[config.mk]
export PLATFORM = sky130hd
export DESIGN_NAME = sdc_top
export DESIGN_NICKNAME = d
export VERILOG_FILES = /design/src/include/sdc_pkg.sv /design/src/design/sdc_top.sv
export SDC_FILE = /design/constraint.sdc
export NUM_CORES = 1
export LEC_CHECK = 0
export ABC_AREA = 1
export BUFFER_PORTS_ARGS = -buffer_cell sky130_fd_sc_hd__buf_2
export CAP_MARGIN = 20
export CORE_MARGIN = 2
export CORE_UTILIZATION = 52
export CTS_CLUSTER_DIAMETER = 50
export DETAILED_ROUTE_END_ITERATION = 12
export PLACE_DENSITY = 0.72
export RECOVER_POWER = 50
export SLEW_MARGIN = 10
export SYNTH_ARGS = -nofsm -noshare
export SYNTH_HDL_FRONTEND = slang
export SYNTH_SLANG_ARGS = --single-unit
[constraint.sdc]
create_clock -name sys_clk -period 12.8 [get_ports sys_clk]
set_input_delay 2.56 -clock sys_clk [delete_from_list [all_inputs] [get_ports sys_clk]]
set_output_delay 2.56 -clock sys_clk [all_outputs]
set_load 0.005 [all_outputs]
[src/include/sdc_pkg.sv]
// shared constants and types for the stepper drive control front end
package sdc_pkg;
  localparam int FRAME_BITS = 20;
  localparam int POS_BITS = 10;
  // register select field in bits 19..17
  localparam int SEL_HI = 19;
  localparam int SEL_LO = 17;
  localparam logic [1:0] SEL_DRIVE_CONTROL = 2'h0;
  localparam logic [2:0] SEL_DRIVER_CONFIG = 3'h7;
  // driver configuration fields
  localparam int CFG_SD_DISABLE_BIT = 7;
  localparam int CFG_RSEL_HI = 5;
  localparam int CFG_RSEL_LO = 4;
  // drive control fields, direct mode
  localparam int DC_DIR_A_BIT = 17;
  localparam int DC_MAG_A_HI = 16;
  localparam int DC_MAG_A_LO = 9;
  localparam int DC_DIR_B_BIT = 8;
  localparam int DC_MAG_B_HI = 7;
  localparam int DC_MAG_B_LO = 0;
  // drive control fields, step/dir mode
  localparam int DC_INTERP_BIT = 9;
  localparam int DC_DUAL_EDGE_BIT = 8;
  localparam int DC_RES_HI = 3;
  localparam int DC_RES_LO = 0;
  localparam logic [3:0] RES_CODE_FULL = 4'h8;
  localparam logic [4:0] INTERP_FACTOR = 5'h10;
  localparam logic [3:0] INTERP_SHIFT = 4'h4;
  // response select codes
  localparam logic [1:0] RSEL_POSITION = 2'h0;
  localparam logic [1:0] RSEL_LOAD = 2'h1;
  localparam logic [1:0] RSEL_LOAD_SCALE = 2'h2;
  localparam logic [1:0] RSEL_DIAG = 2'h3;
  // reset values
  localparam logic [19:0] DRIVE_CONTROL_RST = 20'h0_0000;
  localparam logic [19:0] DRIVER_CONFIG_RST = 20'h0_0000;
  localparam logic [9:0] POS_RST = 10'h000;

  // status flags reported in the low response byte
  typedef struct packed {
    logic standstill_flag;
    logic open_load_coil_b;
    logic open_load_coil_a;
    logic ground_fault_coil_b;
    logic ground_fault_coil_a;
    logic supply_fault_coil_b;
    logic supply_fault_coil_a;
    logic overtemp_prewarning;
    logic overtemp_shutdown;
    logic stall_flag;
  } sdc_status_s;

  // extra diagnostics for the enhanced variant
  typedef struct packed {
    logic undervoltage_flag;
    logic driver_enable_input_low;
    logic temp_flag_highest;
    logic temp_flag_high;
    logic temp_flag_mid;
    logic temp_flag_low;
  } sdc_diag_s;

  // coil drive target
  typedef struct packed {
    logic coil_a_direction;
    logic [7:0] coil_a_magnitude;
    logic coil_b_direction;
    logic [7:0] coil_b_magnitude;
  } sdc_coil_s;
endpackage

[src/design/sdc_top.sv]
// serial front end of the stepper driver: register decode, response and step/dir position
//
// How it works
// - two-bit select picks one of four responses
// - position, load, load plus scale, or diagnostics above
// - low byte carries eight status flags
// - basic variant short flags mean ground faults
// - mode bit picks drive control format
// - direct mode ignores step/dir, uses register currents
// - step/dir mode uses register as config
// - bit 17 sets coil A direction
// - bit 8 sets coil B direction
// - bits 16..9 give coil A magnitude
// - bits 7..0 give coil B magnitude
// - bit 9 enables sixteenfold step interpolation at 16 microsteps or fewer
// - bit 8 makes both step edges active
// - bits 3..0 set microsteps, 256 down to 1
// - bits 19..18 zero address drive control
// - only last 20 bits before deselect load
`timescale 1ns/1ps
`default_nettype none
module sdc_top #(
  parameter bit ENHANCED = 1'b1,
  parameter int TICK_CYCLES = 4
) (
  input wire logic sys_clk,
  input wire logic sys_rst,
  input wire logic spi_clk,
  input wire logic spi_data_in,
  input wire logic chip_select_low,
  output logic spi_data_out,
  output logic spi_data_oe,
  input wire logic step_in,
  input wire logic dir_in,
  input wire logic [9:0] load_measure,
  input wire logic [4:0] current_scale_value,
  input wire sdc_pkg::sdc_status_s status_in,
  input wire sdc_pkg::sdc_diag_s diag_in,
  output sdc_pkg::sdc_coil_s coil_out,
  output logic [9:0] microstep_position,
  output logic step_dir_disable
);
  import sdc_pkg::*;

  // two-flop synchronisers for the serial and step/dir pins
  logic [4:0] sync1_ff, sync2_ff, prev_ff;
  always_ff @(posedge sys_clk or posedge sys_rst) begin
    if (sys_rst) begin
      sync1_ff <= 5'h1_0;
      sync2_ff <= 5'h1_0;
      prev_ff <= 5'h1_0;
    end else begin
      sync1_ff <= {chip_select_low, spi_clk, spi_data_in, step_in, dir_in};
      sync2_ff <= sync1_ff;
      prev_ff <= sync2_ff;
    end
  end

  logic cs_n, sck_rise, sck_fall, cs_fall, cs_rise, sdi, step_rise, step_fall, dir_s;
  // edges found only on the second stage and its delayed copy
  assign cs_n = sync2_ff[4];
  assign cs_fall = prev_ff[4] & ~sync2_ff[4];
  assign cs_rise = ~prev_ff[4] & sync2_ff[4];
  assign sck_rise = ~prev_ff[3] & sync2_ff[3] & ~cs_n;
  assign sck_fall = prev_ff[3] & ~sync2_ff[3] & ~cs_n;
  assign sdi = sync2_ff[2];
  assign step_rise = ~prev_ff[1] & sync2_ff[1];
  assign step_fall = prev_ff[1] & ~sync2_ff[1];
  assign dir_s = sync2_ff[0];

  // serial shift and register state
  logic [19:0] shift_ff, nxt_shift;
  logic [19:0] resp_ff, nxt_resp;
  logic [4:0] count_ff, nxt_count;
  logic [19:0] drive_control_ff, nxt_drive_control;
  logic [19:0] driver_config_ff, nxt_driver_config;
  logic [19:0] resp_word;
  logic [1:0] response_select;
  sdc_status_s st;
  logic short_a, short_b;

  assign response_select = driver_config_ff[CFG_RSEL_HI:CFG_RSEL_LO];
  assign step_dir_disable = driver_config_ff[CFG_SD_DISABLE_BIT];
  assign st = status_in;
  // the enhanced part folds supply shorts in; the basic part reports ground shorts only
  assign short_a = st.ground_fault_coil_a | (ENHANCED & st.supply_fault_coil_a);
  assign short_b = st.ground_fault_coil_b | (ENHANCED & st.supply_fault_coil_b);

  // response layout chosen by the select field
  always_comb begin
    resp_word = 20'h0_0000;
    case (response_select)
      RSEL_POSITION: resp_word[19:10] = microstep_position;
      RSEL_LOAD: resp_word[19:10] = load_measure;
      RSEL_LOAD_SCALE: resp_word[19:10] = {load_measure[9:5], current_scale_value};
      RSEL_DIAG: begin
        if (ENHANCED) begin
          resp_word[19:8] = {diag_in.undervoltage_flag, diag_in.driver_enable_input_low,
            st.supply_fault_coil_b, st.ground_fault_coil_b, st.supply_fault_coil_a,
            st.ground_fault_coil_a, diag_in.temp_flag_highest, diag_in.temp_flag_high,
            diag_in.temp_flag_mid, diag_in.temp_flag_low, 2'b11};
        end
      end
      default: resp_word[19:10] = 10'h000;
    endcase
    resp_word[7:0] = {st.standstill_flag, st.open_load_coil_b, st.open_load_coil_a, short_b,
      short_a, st.overtemp_prewarning, st.overtemp_shutdown, st.stall_flag};
  end

  // frame shifter: response snapshot at select, load at deselect
  always_comb begin
    nxt_shift = shift_ff;
    nxt_resp = resp_ff;
    nxt_count = count_ff;
    nxt_drive_control = drive_control_ff;
    nxt_driver_config = driver_config_ff;
    if (cs_fall) begin
      nxt_resp = resp_word;
      nxt_count = 5'h0_0;
    end else if (sck_rise) begin
      // older bits fall off the top so long frames keep only the tail
      nxt_shift = {shift_ff[18:0], sdi};
      if (count_ff != 5'(FRAME_BITS)) begin
        nxt_count = count_ff + 5'h0_1;
      end
    end else if (sck_fall) begin
      nxt_resp = {resp_ff[18:0], 1'b0};
    end
    if (cs_rise && count_ff == 5'(FRAME_BITS)) begin
      if (shift_ff[SEL_HI:SEL_HI-1] == SEL_DRIVE_CONTROL) begin
        nxt_drive_control = shift_ff;
      end else if (shift_ff[SEL_HI:SEL_LO] == SEL_DRIVER_CONFIG) begin
        nxt_driver_config = shift_ff;
      end
    end
  end

  always_ff @(posedge sys_clk or posedge sys_rst) begin
    if (sys_rst) begin
      shift_ff <= 20'h0_0000;
      resp_ff <= 20'h0_0000;
      count_ff <= 5'h0_0;
      drive_control_ff <= DRIVE_CONTROL_RST;
      driver_config_ff <= DRIVER_CONFIG_RST;
    end else begin
      shift_ff <= nxt_shift;
      resp_ff <= nxt_resp;
      count_ff <= nxt_count;
      drive_control_ff <= nxt_drive_control;
      driver_config_ff <= nxt_driver_config;
    end
  end

  // data out follows the response register; driven only while selected
  assign spi_data_out = resp_ff[19];
  assign spi_data_oe = ~cs_n;

  // step/dir configuration fields
  logic interp_en, dual_edge;
  logic [3:0] res_code;
  logic [9:0] step_size, sub_size;
  assign interp_en = drive_control_ff[DC_INTERP_BIT];
  assign dual_edge = drive_control_ff[DC_DUAL_EDGE_BIT];
  // codes above full step are undefined; clamp so the stride cannot overflow
  assign res_code = (drive_control_ff[DC_RES_HI:DC_RES_LO] > RES_CODE_FULL) ? RES_CODE_FULL
    : drive_control_ff[DC_RES_HI:DC_RES_LO];
  // each code step doubles the stride: 256 microsteps at 0, full step at 8
  assign step_size = 10'h001 << res_code;
  // below 1/16 resolution interpolation has nothing finer to add
  assign sub_size = (res_code >= INTERP_SHIFT) ? (step_size >> INTERP_SHIFT) : step_size;

  // tick divider paces the interpolated sub-steps
  logic [7:0] tick_ff, nxt_tick;
  logic tick;
  assign tick = (tick_ff == 8'(TICK_CYCLES - 1));
  always_comb begin
    nxt_tick = tick ? 8'h00 : tick_ff + 8'h01;
  end

  // position state
  logic [9:0] pos_ff, nxt_pos;
  logic [4:0] sub_left_ff, nxt_sub_left;
  logic sub_dir_ff, nxt_sub_dir;
  logic step_evt;
  assign step_evt = step_rise | (dual_edge & step_fall);

  always_comb begin
    nxt_pos = pos_ff;
    nxt_sub_left = sub_left_ff;
    nxt_sub_dir = sub_dir_ff;
    if (!step_dir_disable) begin
      if (step_evt) begin
        if (interp_en && res_code >= INTERP_SHIFT) begin
          // a new pulse restarts the burst; leftover sub-steps are dropped
          nxt_sub_left = INTERP_FACTOR;
          nxt_sub_dir = dir_s;
        end else begin
          nxt_pos = dir_s ? pos_ff - step_size : pos_ff + step_size;
        end
      end else if (tick && sub_left_ff != 5'h0_0) begin
        nxt_sub_left = sub_left_ff - 5'h0_1;
        nxt_pos = sub_dir_ff ? pos_ff - sub_size : pos_ff + sub_size;
      end
    end else begin
      // direct mode: step and direction pins have no effect
      nxt_sub_left = 5'h0_0;
    end
  end

  always_ff @(posedge sys_clk or posedge sys_rst) begin
    if (sys_rst) begin
      tick_ff <= 8'h00;
      pos_ff <= POS_RST;
      sub_left_ff <= 5'h0_0;
      sub_dir_ff <= 1'b0;
    end else begin
      tick_ff <= nxt_tick;
      pos_ff <= nxt_pos;
      sub_left_ff <= nxt_sub_left;
      sub_dir_ff <= nxt_sub_dir;
    end
  end
  assign microstep_position = pos_ff;

  // coil targets: register fields in direct mode, triangle of position otherwise
  sdc_coil_s coil_ff, nxt_coil;
  logic [7:0] tri_a, tri_b;
  assign tri_a = pos_ff[8] ? 8'hFF - pos_ff[7:0] : pos_ff[7:0];
  assign tri_b = pos_ff[8] ? pos_ff[7:0] : 8'hFF - pos_ff[7:0];
  always_comb begin
    if (step_dir_disable) begin
      nxt_coil.coil_a_direction = drive_control_ff[DC_DIR_A_BIT];
      nxt_coil.coil_a_magnitude = drive_control_ff[DC_MAG_A_HI:DC_MAG_A_LO];
      nxt_coil.coil_b_direction = drive_control_ff[DC_DIR_B_BIT];
      nxt_coil.coil_b_magnitude = drive_control_ff[DC_MAG_B_HI:DC_MAG_B_LO];
    end else begin
      nxt_coil.coil_a_direction = pos_ff[9];
      nxt_coil.coil_a_magnitude = tri_a;
      nxt_coil.coil_b_direction = pos_ff[9] ^ pos_ff[8];
      nxt_coil.coil_b_magnitude = tri_b;
    end
  end
  always_ff @(posedge sys_clk or posedge sys_rst) begin
    if (sys_rst) begin
      coil_ff <= '0;
    end else begin
      coil_ff <= nxt_coil;
    end
  end
  assign coil_out = coil_ff;

  // checks
  a_resp_low_byte: assert property (@(posedge sys_clk) disable iff (sys_rst)
    cs_fall |=> resp_ff[7:0] == $past(resp_word[7:0]))
    else $error("response status byte wrong");
  a_resp_pos_sel: assert property (@(posedge sys_clk) disable iff (sys_rst)
    cs_fall && response_select == RSEL_POSITION |=> resp_ff[19:8] == {$past(pos_ff), 2'b00})
    else $error("position response wrong");
  a_resp_load_sel: assert property (@(posedge sys_clk) disable iff (sys_rst)
    cs_fall && response_select == RSEL_LOAD |=> resp_ff[19:8] == {$past(load_measure), 2'b00})
    else $error("load response wrong");
  a_resp_scale_sel: assert property (@(posedge sys_clk) disable iff (sys_rst)
    cs_fall && response_select == RSEL_LOAD_SCALE
    |=> resp_ff[14:8] == {$past(current_scale_value), 2'b00})
    else $error("load and scale response wrong");
  a_diag_ones: assert property (@(posedge sys_clk) disable iff (sys_rst)
    cs_fall && response_select == RSEL_DIAG && ENHANCED |=> resp_ff[9:8] == 2'b11)
    else $error("diagnostic marker bits not one");
  a_short_basic: assert property (@(posedge sys_clk) disable iff (sys_rst)
    !ENHANCED |-> short_a == st.ground_fault_coil_a && short_b == st.ground_fault_coil_b)
    else $error("short flag not ground fault");
  a_load_full_frame: assert property (@(posedge sys_clk) disable iff (sys_rst)
    cs_rise && count_ff == 5'(FRAME_BITS) && shift_ff[19:18] == 2'b00
    |=> drive_control_ff == $past(shift_ff))
    else $error("drive control not loaded");
  a_cfg_mode: assert property (@(posedge sys_clk) disable iff (sys_rst)
    cs_rise && count_ff == 5'(FRAME_BITS) && shift_ff[SEL_HI:SEL_LO] == SEL_DRIVER_CONFIG
    |=> step_dir_disable == $past(shift_ff[CFG_SD_DISABLE_BIT]))
    else $error("mode bit not taken from configuration write");
  a_short_frame: assert property (@(posedge sys_clk) disable iff (sys_rst)
    cs_rise && count_ff != 5'(FRAME_BITS) |=> $stable(drive_control_ff) && $stable(driver_config_ff))
    else $error("short frame was loaded");
  a_direct_coil: assert property (@(posedge sys_clk) disable iff (sys_rst)
    step_dir_disable && $stable(drive_control_ff) && $stable(step_dir_disable)
    |=> coil_out == {$past(drive_control_ff[17:9]), $past(drive_control_ff[8:0])})
    else $error("direct coil currents wrong");
  a_direct_no_step: assert property (@(posedge sys_clk) disable iff (sys_rst)
    step_dir_disable && $past(step_dir_disable) |-> $stable(pos_ff))
    else $error("position moved in direct mode");
  // step edges, stride and interpolation
  a_single_edge: assert property (@(posedge sys_clk) disable iff (sys_rst)
    !step_dir_disable && !dual_edge && step_fall && sub_left_ff == 5'h0_0 |=> $stable(pos_ff))
    else $error("falling step edge moved position");
  a_dual_fall: assert property (@(posedge sys_clk) disable iff (sys_rst)
    !step_dir_disable && dual_edge && step_fall && !interp_en && res_code == RES_CODE_FULL && dir_s
    |=> pos_ff == $past(pos_ff) - 10'h100)
    else $error("falling step edge did not move position");
  a_full_step: assert property (@(posedge sys_clk) disable iff (sys_rst)
    !step_dir_disable && step_rise && !interp_en && res_code == RES_CODE_FULL && !dir_s
    |=> pos_ff == $past(pos_ff) + 10'h100)
    else $error("full step stride wrong");
  a_interp_burst: assert property (@(posedge sys_clk) disable iff (sys_rst)
    !step_dir_disable && step_evt && interp_en && res_code == INTERP_SHIFT |=> sub_left_ff == 5'h1_0)
    else $error("interpolation burst not sixteen sub-steps");
endmodule
`default_nettype wire

-- After elaboration in Yosys (flattened, before gate mapping)
Cells that the tools add are included.
- flip-flop bits (word level): 128
- input port bits: 38
- output and inout bits: 31
- logic and storage cells: 101
- add/sub/neg operators: 8
- $lt $le $gt $ge: 2
- equal/unequal tests: 10
- shift-type cells: 1
- muxes and demuxes: 23
- bitwise logic cells: 22
- reductions and logical operators: 19
- operator list (kind ; number):
    10-bit 2-to-1 mux ; 6
    20-bit 2-to-1 mux ; 3
    10-bit case mux with 4 select lines ; 1
    5-bit 2-to-1 mux ; 7
    8-bit 2-to-1 mux ; 3
    10-bit adder ; 2
    10-bit subtractor ; 2
    18-bit 2-to-1 mux ; 1
    2-bit AND reduction ; 5
    1-bit by 4-bit << shifter with 10-bit output (first input constant) ; 1
    1-bit bitwise AND ; 9
    1-bit inverter ; 9
    3-bit AND reduction ; 3
    8-bit by 1-bit adder with 8-bit output (second input constant) ; 1
    8-bit by 2-bit == test with 1-bit output (second input constant) ; 1
    2-bit nonzero test ; 4
    8-bit subtractor (first input constant) ; 1
    5-bit by 1-bit adder with 5-bit output (second input constant) ; 1
    5-bit == test (second input constant) ; 1
    5-bit inequality test (second input constant) ; 1
    5-bit nonzero test ; 1
    5-bit by 1-bit subtractor with 5-bit output (second input constant) ; 1
    2-bit == test (second input constant) ; 2
    4-bit by 3-bit >= comparator with 1-bit output (second input constant) ; 1
    13 further kinds ; 18

-- Logic depth before layout (Yosys ltp)
Gate-level depths: netlist (run 1).
- word-level depth: 8
- mapped depth: 21
- depth with buffers taken out: 21

-- Worst setup path before layout (run 1)
OpenSTA, ideal clock, no wires.
- path type: flip-flop to output port
- start: register sync2_ff[4]
- end: output port spi_data_oe
- arrival: 0.625 ns
- required time: 10.240 ns
- path slack: 9.615 ns
- cell stages (with the launch flop): 2
- buffers on the path: 0
- cells stage by stage: dfstp_2 -> inv_2
- word-level cells in the longest chain between the ends: 1
- ends and longest elaborated chain (element ; RTL line ; RTL):
    from (decl) ; sdc_top.sv:46 ; logic [4:0] sync1_ff, sync2_ff, prev_ff;
    from (signal assigned) ; sdc_top.sv:54 ; sync2_ff <= sync1_ff;
    1-bit inverter ; sdc_top.sv:156 ; assign spi_data_oe = ~cs_n;
    to (decl) ; sdc_top.sv:32 ; output logic spi_data_oe,
No other way between the ends.

==> flow_summary.yaml, run 1 <==
drt:
  dr.pass1.iters: 5
  vias_per_cell: 5.32
  wirelength_met1_um: 6180
  routedWlPerCell_um: 14.9
  routed_wl_um: 13700
  highest_layer: "met4"
  met2_wirelength_um: 6460
  vias: 4884
  wl_met3_um: 817
  drt_iter0_markers: 413
  antenna_left: 0
  drc: 0
logic_synthesis:
  synth-seq-cells: 121
  synth_edf_count: 0
  yosysSeqAreaShare: 0.519
  yosys.cell_types.count: 41
  synth.avg_cell_area_um2: 8.41
  synth_flop_cell: "dfrtp_1"
  synth_nets: 749
  async_flop_share: 1.00
  syn_area_um2: 5850
  yosysWarnings: 0
  synthCells: 695
sta:
  setup_slack_ps: 8620
  worst_pin_slew_ps: 1880
  timing.hold.ws_ps: 349
  period_share: 0.327
  rsz0062_at_grt: "false"
  setup_viol: 0
  relSlewSlack: -0.260
  max_freq_mhz: 239
  hold_viol_final: 0
  maxSlewViolCount: 46
  skew_ps: 11.5
  min_period_ps: 4180
  finalSetupTns_ps: 0
final_layout:
  fin_cells: 918
  n_fill_cell: 915
  drive_above_1_share: 0.139
  fin_util: 0.627
  final_nets: 819
  stdcell_area_um2: 6830
  area_delta_synth_final_pct: 16.9
  antenna_cells: 0
placed_design:
  place_hpwl_um: 9550
  place_inst: 885
  port_buffers: 68
  routabilityCongestion: 0.917
  place_ws_ps: 8730
  place_area_um2: 6260
clock_tree:
  clock_sinks: 121
  clockBufferDepth: 2
  cts_setup_buffers: 0
  cts_tree: "yes"
  clkLatencyLatePin_ps: 520
  root_buffer: "clkbuf_8"
  cts_hold_buf: 0
  ctsResizeCount: 0
  cts_buffers: 17
  clk_pin_slew_ps: 60
  h-tree-depth: 4
die:
  io_pins: 69
  die_h_um: 110
  die_w_um: 110
  core_um2: 10900
  fp.dieArea_um2: 12100
  rows: 38
  start_util: 0.537
grt:
  grt_overflow: 0
  grt_max_degree: 78
  track_usage: 0.244
  grt_pass1_wl_um: 22400
  grt_pass1_vias: 4680
  antenna_found_initial: 0
status:
  violations: "capacitance limit, slew limit"
  outcome: "complete, but fails checks"
power_and_ir_drop:
  p_per_area_nw_per_um2: 182
  p_leak_nw: 3.36
  finalPower_mw: 1.24
  ir_drop_uv: 113
setup_path:
  end_kind: "asynchronous set/reset pin"
  cp_max_fo: 77
  critical_path_class: "in -> async"
  cp.required_ps: 13310
  arrival_ps: 4690
  crit_path_start_kind: "input pin"
flow_run:
  maxCapViolCount: 1
worst_hold_path:
  hold_path_class: "reg -> reg"
[area by class of cell]
type                       count  area (um^2)  area share
sequential                   121         3030       0.444
timing repair buffer          70          352      0.0515
clock buffer                  24          480      0.0703
clock inverter                 8          119      0.0174
tap                          140          175      0.0256
multi-input combinational    470         2350       0.345
inverter                      85          320      0.0469
[placed cells by master (no fill, tap or decap), drive strengths merged]
master / count
bufinv: 3
nor3b: 1
clkinv: 8
nor4: 1
a31oi: 4
xnor2: 4
o21ai: 94
nor2: 59
ha: 15
buf: 69
a21oi: 23
nand4: 5
a22o: 1
o211ai: 10
mux2: 1
dfstp: 3
a21o: 1
o21bai: 2
clkinvlp: 1
dfrtp: 118
nand3: 41
o21a: 8
nand2: 172
nand3b: 2
nor3: 9
inv: 81
xor2: 6
o31ai: 1
a211oi: 1
fa: 1
o22ai: 4
a22oi: 4
clkbuf: 25
[per-layer routing]
| layer | track usage | vias to the layer above |
|---|---|---|
| li1 | - | 2412 |
| met1 | 0.320 | 2324 |
| met2 | 0.390 | 132 |
| met3 | 0.0741 | 16 |
| met4 | 0.0750 | 0 |
| met5 | 0 | - |
[worst paths after layout]
check | start | to | slack (ps) | depth (start not counted)
min in group asynchronous | sys_rst | shift_ff[0] | 2510 | 2
max reg2reg | prev_ff[4] | resp_ff[5] | 9360 | 7
max in group sys_clk | driver_config_ff[7] | step_dir_disable | 8690 | 1
min | sync1_ff[1] | sync2_ff[1] | 350 | 0
max | sys_rst | shift_ff[6] | 8620 | 3
min reg2reg | sync1_ff[1] | sync2_ff[1] | 350 | 0
[where the power goes]
part	internal (mW)	switching [mW]	total (mW)
registers	0.447	0.0538	0.501
logic	0.110	0.154	0.263
clock network	0.316	0.162	0.478
total	0.873	0.369	1.24
[registers in the layout (all words and copies together) (netlist names)]
name,flops
coil_out,18
count_ff,5
drive_control_ff,18
driver_config_ff,3
microstep_position,10
prev_ff,3
resp_ff,20
shift_ff,20
sub_dir_ff,1
sub_left_ff,5
sync1_ff,5
sync2_ff,5
tick_ff,8
[critical path: stages]
cell and delay, ps:
buf_2 100, clkinvlp_2 1060, buf_4 910
[kinds of logic (layout without fill, tap and decap cells)]
| logic type | Yosys count | after routing | synth area share |
|---|---|---|---|
| DFF | 121 | 121 | 0.519 |
| buffers and inverters | 104 | 187 | 0.0732 |
| adders and majority gates | 16 | 16 | 0.0355 |
| AOI/OAI and AO/OA | 153 | 153 | 0.145 |
| xor gates and xnor gates | 10 | 10 | 0.0150 |
| and+or+nand+nor | 290 | 290 | 0.211 |
| muxes | 1 | 1 | 0.00193 |
[cells in the mapped netlist (3+ instances only)]
library cell  count  share of area
dfstp_2           3          0.013
xnor2_1           4         0.0060
buf_2             6         0.0051
nand2_2           4         0.0043
clkinv_1          3         0.0019
o211ai_1         10          0.013
o21ai_0          76          0.065
nor3_2            3         0.0051
nand4_1           5         0.0054
nand2_1         167           0.11
o21a_1            8          0.010
a21oi_1          23          0.020
a31oi_1           4         0.0043
xor2_1            6         0.0090
nor2_1           56          0.036
ha_1             15          0.032
inv_1            75          0.048
o21ai_1          18          0.015
nor3_1            6         0.0051
dfrtp_1         118           0.51
inv_2             7         0.0045
nand3_1          40          0.034
a22oi_1           4         0.0051
buf_6             3         0.0058
o22ai_1           4         0.0043
clkbuf_1          8         0.0051
(Power assumes the default switching activity.)
==> run 2, diff against run 1 <==
- ABC_AREA: 1 -> 0
- PLACE_DENSITY: 0.72 -> 0.75
- clock period: 12.8 -> 3.82 ns (I/O delays scaled with it)
==> run 2 against run 1 <==
Effect of this change: first-iteration DRC count is 23% lower; non-clock buffer count is 4 higher; largest cell class unchanged; final cell count is 22% lower; via count is 19% lower; critical endpoint is now microstep_position[8]; the flow still finishes with violations (capacitance limit, slew limit).
==> flow_summary.yaml, run 2 <==
logic_synthesis:
  synth_flop_cell: "dfrtp_1"
  synthCells: 494
  synth_xor_xnor_area_share: 0.0439
  synth-simple-area-share: 0.0896
  yosysSeqAreaShare: 0.525
  yosys.cell_types.count: 50
  synth.avg_cell_area_um2: 11.7
  synth_top_area_frac: 0.511
  synth_top_family_by_area: "multiplexers"
  synth-adder-area-share: 0.0359
  yosysWarnings: 0
  synthTopCellsByArea: "dfrtp_1 51%, mux2_2 11%, mux2i_1 4.7%"
  synth_nets: 548
  async_flop_share: 1.00
  netlist_top_cells_count: "118 x dfrtp_1, 55 x mux2_2, 35 x nand2_1"
  synth-seq-cells: 121
  synth_most_common_cell: "dfrtp_1"
  synth_compound_area_frac: 0.0985
  muxShareOfSynthArea: 0.173
  syn_area_um2: 5780
  yosys.area.top_type: "dfrtp_1"
  synth_edf_count: 0
clock_tree:
  cts_tree: "yes"
  clockBufferDepth: 2
  cts_setup_buffers: 0
  ctsResizeCount: 0
  clkLatencyLatePin_ps: 520
  clk_pin_slew_ps: 60
  root_buffer: "clkbuf_8"
  cts_hold_buf: 0
  h-tree-depth: 4
  cts_buffers: 17
  clock_sinks: 121
worst_hold_path:
  min-delay-start: "chip_select_low"
  hold_path_end: "sync1_ff[4]"
  hold_path_class: "in -> reg"
  hold_depth: 1
sta:
  finalSetupTns_ps: 0
  period_share: 0.867
  max_freq_mhz: 302
  worst_pin_slew_ps: 1790
  setup_viol: 0
  skew_ps: 5.83
  hold_viol_final: 0
  timing.hold.ws_ps: 333
  relSlewSlack: -0.195
  min_period_ps: 3310
  maxSlewViolCount: 112
  rsz0062_at_grt: "false"
grt:
  grt_max_degree: 75
  grt_pass1_vias: 3940
  grt_pass1_wl_um: 19300
  track_usage: 0.216
  grt_overflow: 0
  antenna_found_initial: 0
final_layout:
  final_nets: 614
  most-common-layout-cells: "118 x dfrtp_1, 68 x buf_2, 55 x mux2_2"
  antenna_cells: 0
  n_fill_cell: 843
  final_common_cell: "dfrtp_1"
  area_delta_synth_final_pct: 18.2
  largest_registers: "resp_ff (20), shift_ff (20)"
  drive_above_1_share: 0.314
drt:
  vias_per_cell: 5.52
  vias: 3937
  routedWlPerCell_um: 16.8
  drc: 0
  routed_wl_um: 12000
  antenna_left: 0
  dr.pass1.iters: 4
  drt_iter0_markers: 319
status:
  outcome: "complete, but fails checks"
  violations: "capacitance limit, slew limit"
setup_path:
  crit_top_cell: "a21o_1"
  crit_path_start_kind: "flip-flop"
  cp.required_ps: 4230
  slowest_stage: "a2111oi_0"
  arrival_ps: 3720
  cp_max_fo: 13
  crit_chain: "nand3b_1 > nand2_1 > a2111oi_0 > ha_1 > inv_1 > fa_1 > a21o_1 > a21oi_1 > o21bai_1 > a21o_1 > xor2_1 > mux2_2"
  ff2ff_setup_slack_ps: 510
  end_kind: "flip-flop"
  critical_path_class: "reg -> reg"
  rr_endpoint: "microstep_position[8]"
  r2r_cells: 12
  r2r-start: "drive_control_ff[8]"
  slowest_delay_ps: 580
die:
  die_w_um: 109
  fp.dieArea_um2: 12000
  rows: 38
  start_util: 0.533
  core_um2: 10800
  die_h_um: 109
  io_pins: 69
placed_design:
  place_hpwl_um: 8100
  port_buffers: 68
  routabilityCongestion: 0.847
power_and_ir_drop:
  p_leak_nw: 3.23
  p_per_area_nw_per_um2: 636
  ir_drop_uv: 349
flow_run:
  maxCapViolCount: 2
run 2: logic make-up (layout without fill, tap and decap cells):
logic type,after synthesis,count (layout)
flip-flops,121,121
AND/OR/NAND/NOR,105,105
AO/OA/AOI/OAI,89,89
multiplexers,87,87
buffers and inverters,47,126
XOR/XNOR,29,29
adder cells (fa/ha/maj),16,16
run 2: layer usage:
| layer | vias up | track usage | wire length [um] |
|---|---|---|---|
| li1 | 1863 | - | - |
| met1 | 1949 | 0.276 | 5390 |
| met2 | 107 | 0.356 | 5780 |
| met3 | 18 | 0.0492 | 642 |
| met4 | 0 | 0.0868 | 174 |
| met5 | - | 0 | 0 |
run 2: how the worst max path moves through the flow:
stage,startpoint,endpoint,slack (ps),cells past startpoint
after global placement,drive_control_ff[8],microstep_position[8],670,12
after floorplan,drive_control_ff[8],microstep_position[8],880,13
after detailed placement,drive_control_ff[8],microstep_position[8],570,12
final,drive_control_ff[8],microstep_position[8],510,12
after global routing,sys_rst,microstep_position[8],240,3
after CTS,drive_control_ff[8],microstep_position[8],540,12
run 2: critical path: cells and delay by family, from the launching register on:
family                   cells  cell delay, ps
AO/OA/AOI/OAI                5            1290
adder cells (fa/ha/maj)      2             660
flip-flops                   1             400
AND/OR/NAND/NOR              2             390
multiplexers                 1             260
XOR/XNOR                     1             130
buffers and inverters        1              60
run 2: power by group:
part	switching, mW	total (mW)	internal [mW]
registers	0.224	1.75	1.53
clock network	0.586	1.60	1.01
logic	0.500	0.995	0.495
total	1.31	4.34	3.03
run 2: metrics by stage:
| step | setup slack, ps | std cells | cell area (um^2) | utilization | total power [mW] |
|---|---|---|---|---|---|
| after CTS | 538 | 712 | 6840 | 0.631 | 4.38 |
| after global routing | 235 | 713 | 6830 | 0.630 | 4.56 |
| after floorplan | 880 | 494 | 5780 | - | 2.34 |
| after global placement | 673 | 680 | 6230 | 0.575 | 2.73 |
| final | 509 | 713 | 6830 | 0.630 | 4.34 |
| after detailed placement | 571 | 680 | 6230 | 0.575 | 2.75 |
run 2: cell type report:
class                           instances  area [um^2]  area share
Clock inverter                         14          174      0.0255
Timing Repair Buffer                   74          387      0.0566
Multi-Input combinational cell        326         2560       0.375
Inverter                               20         76.3      0.0112
Sequential cell                       121         3030       0.444
Clock buffer                           18          428      0.0626
Tap cell                              140          175      0.0256
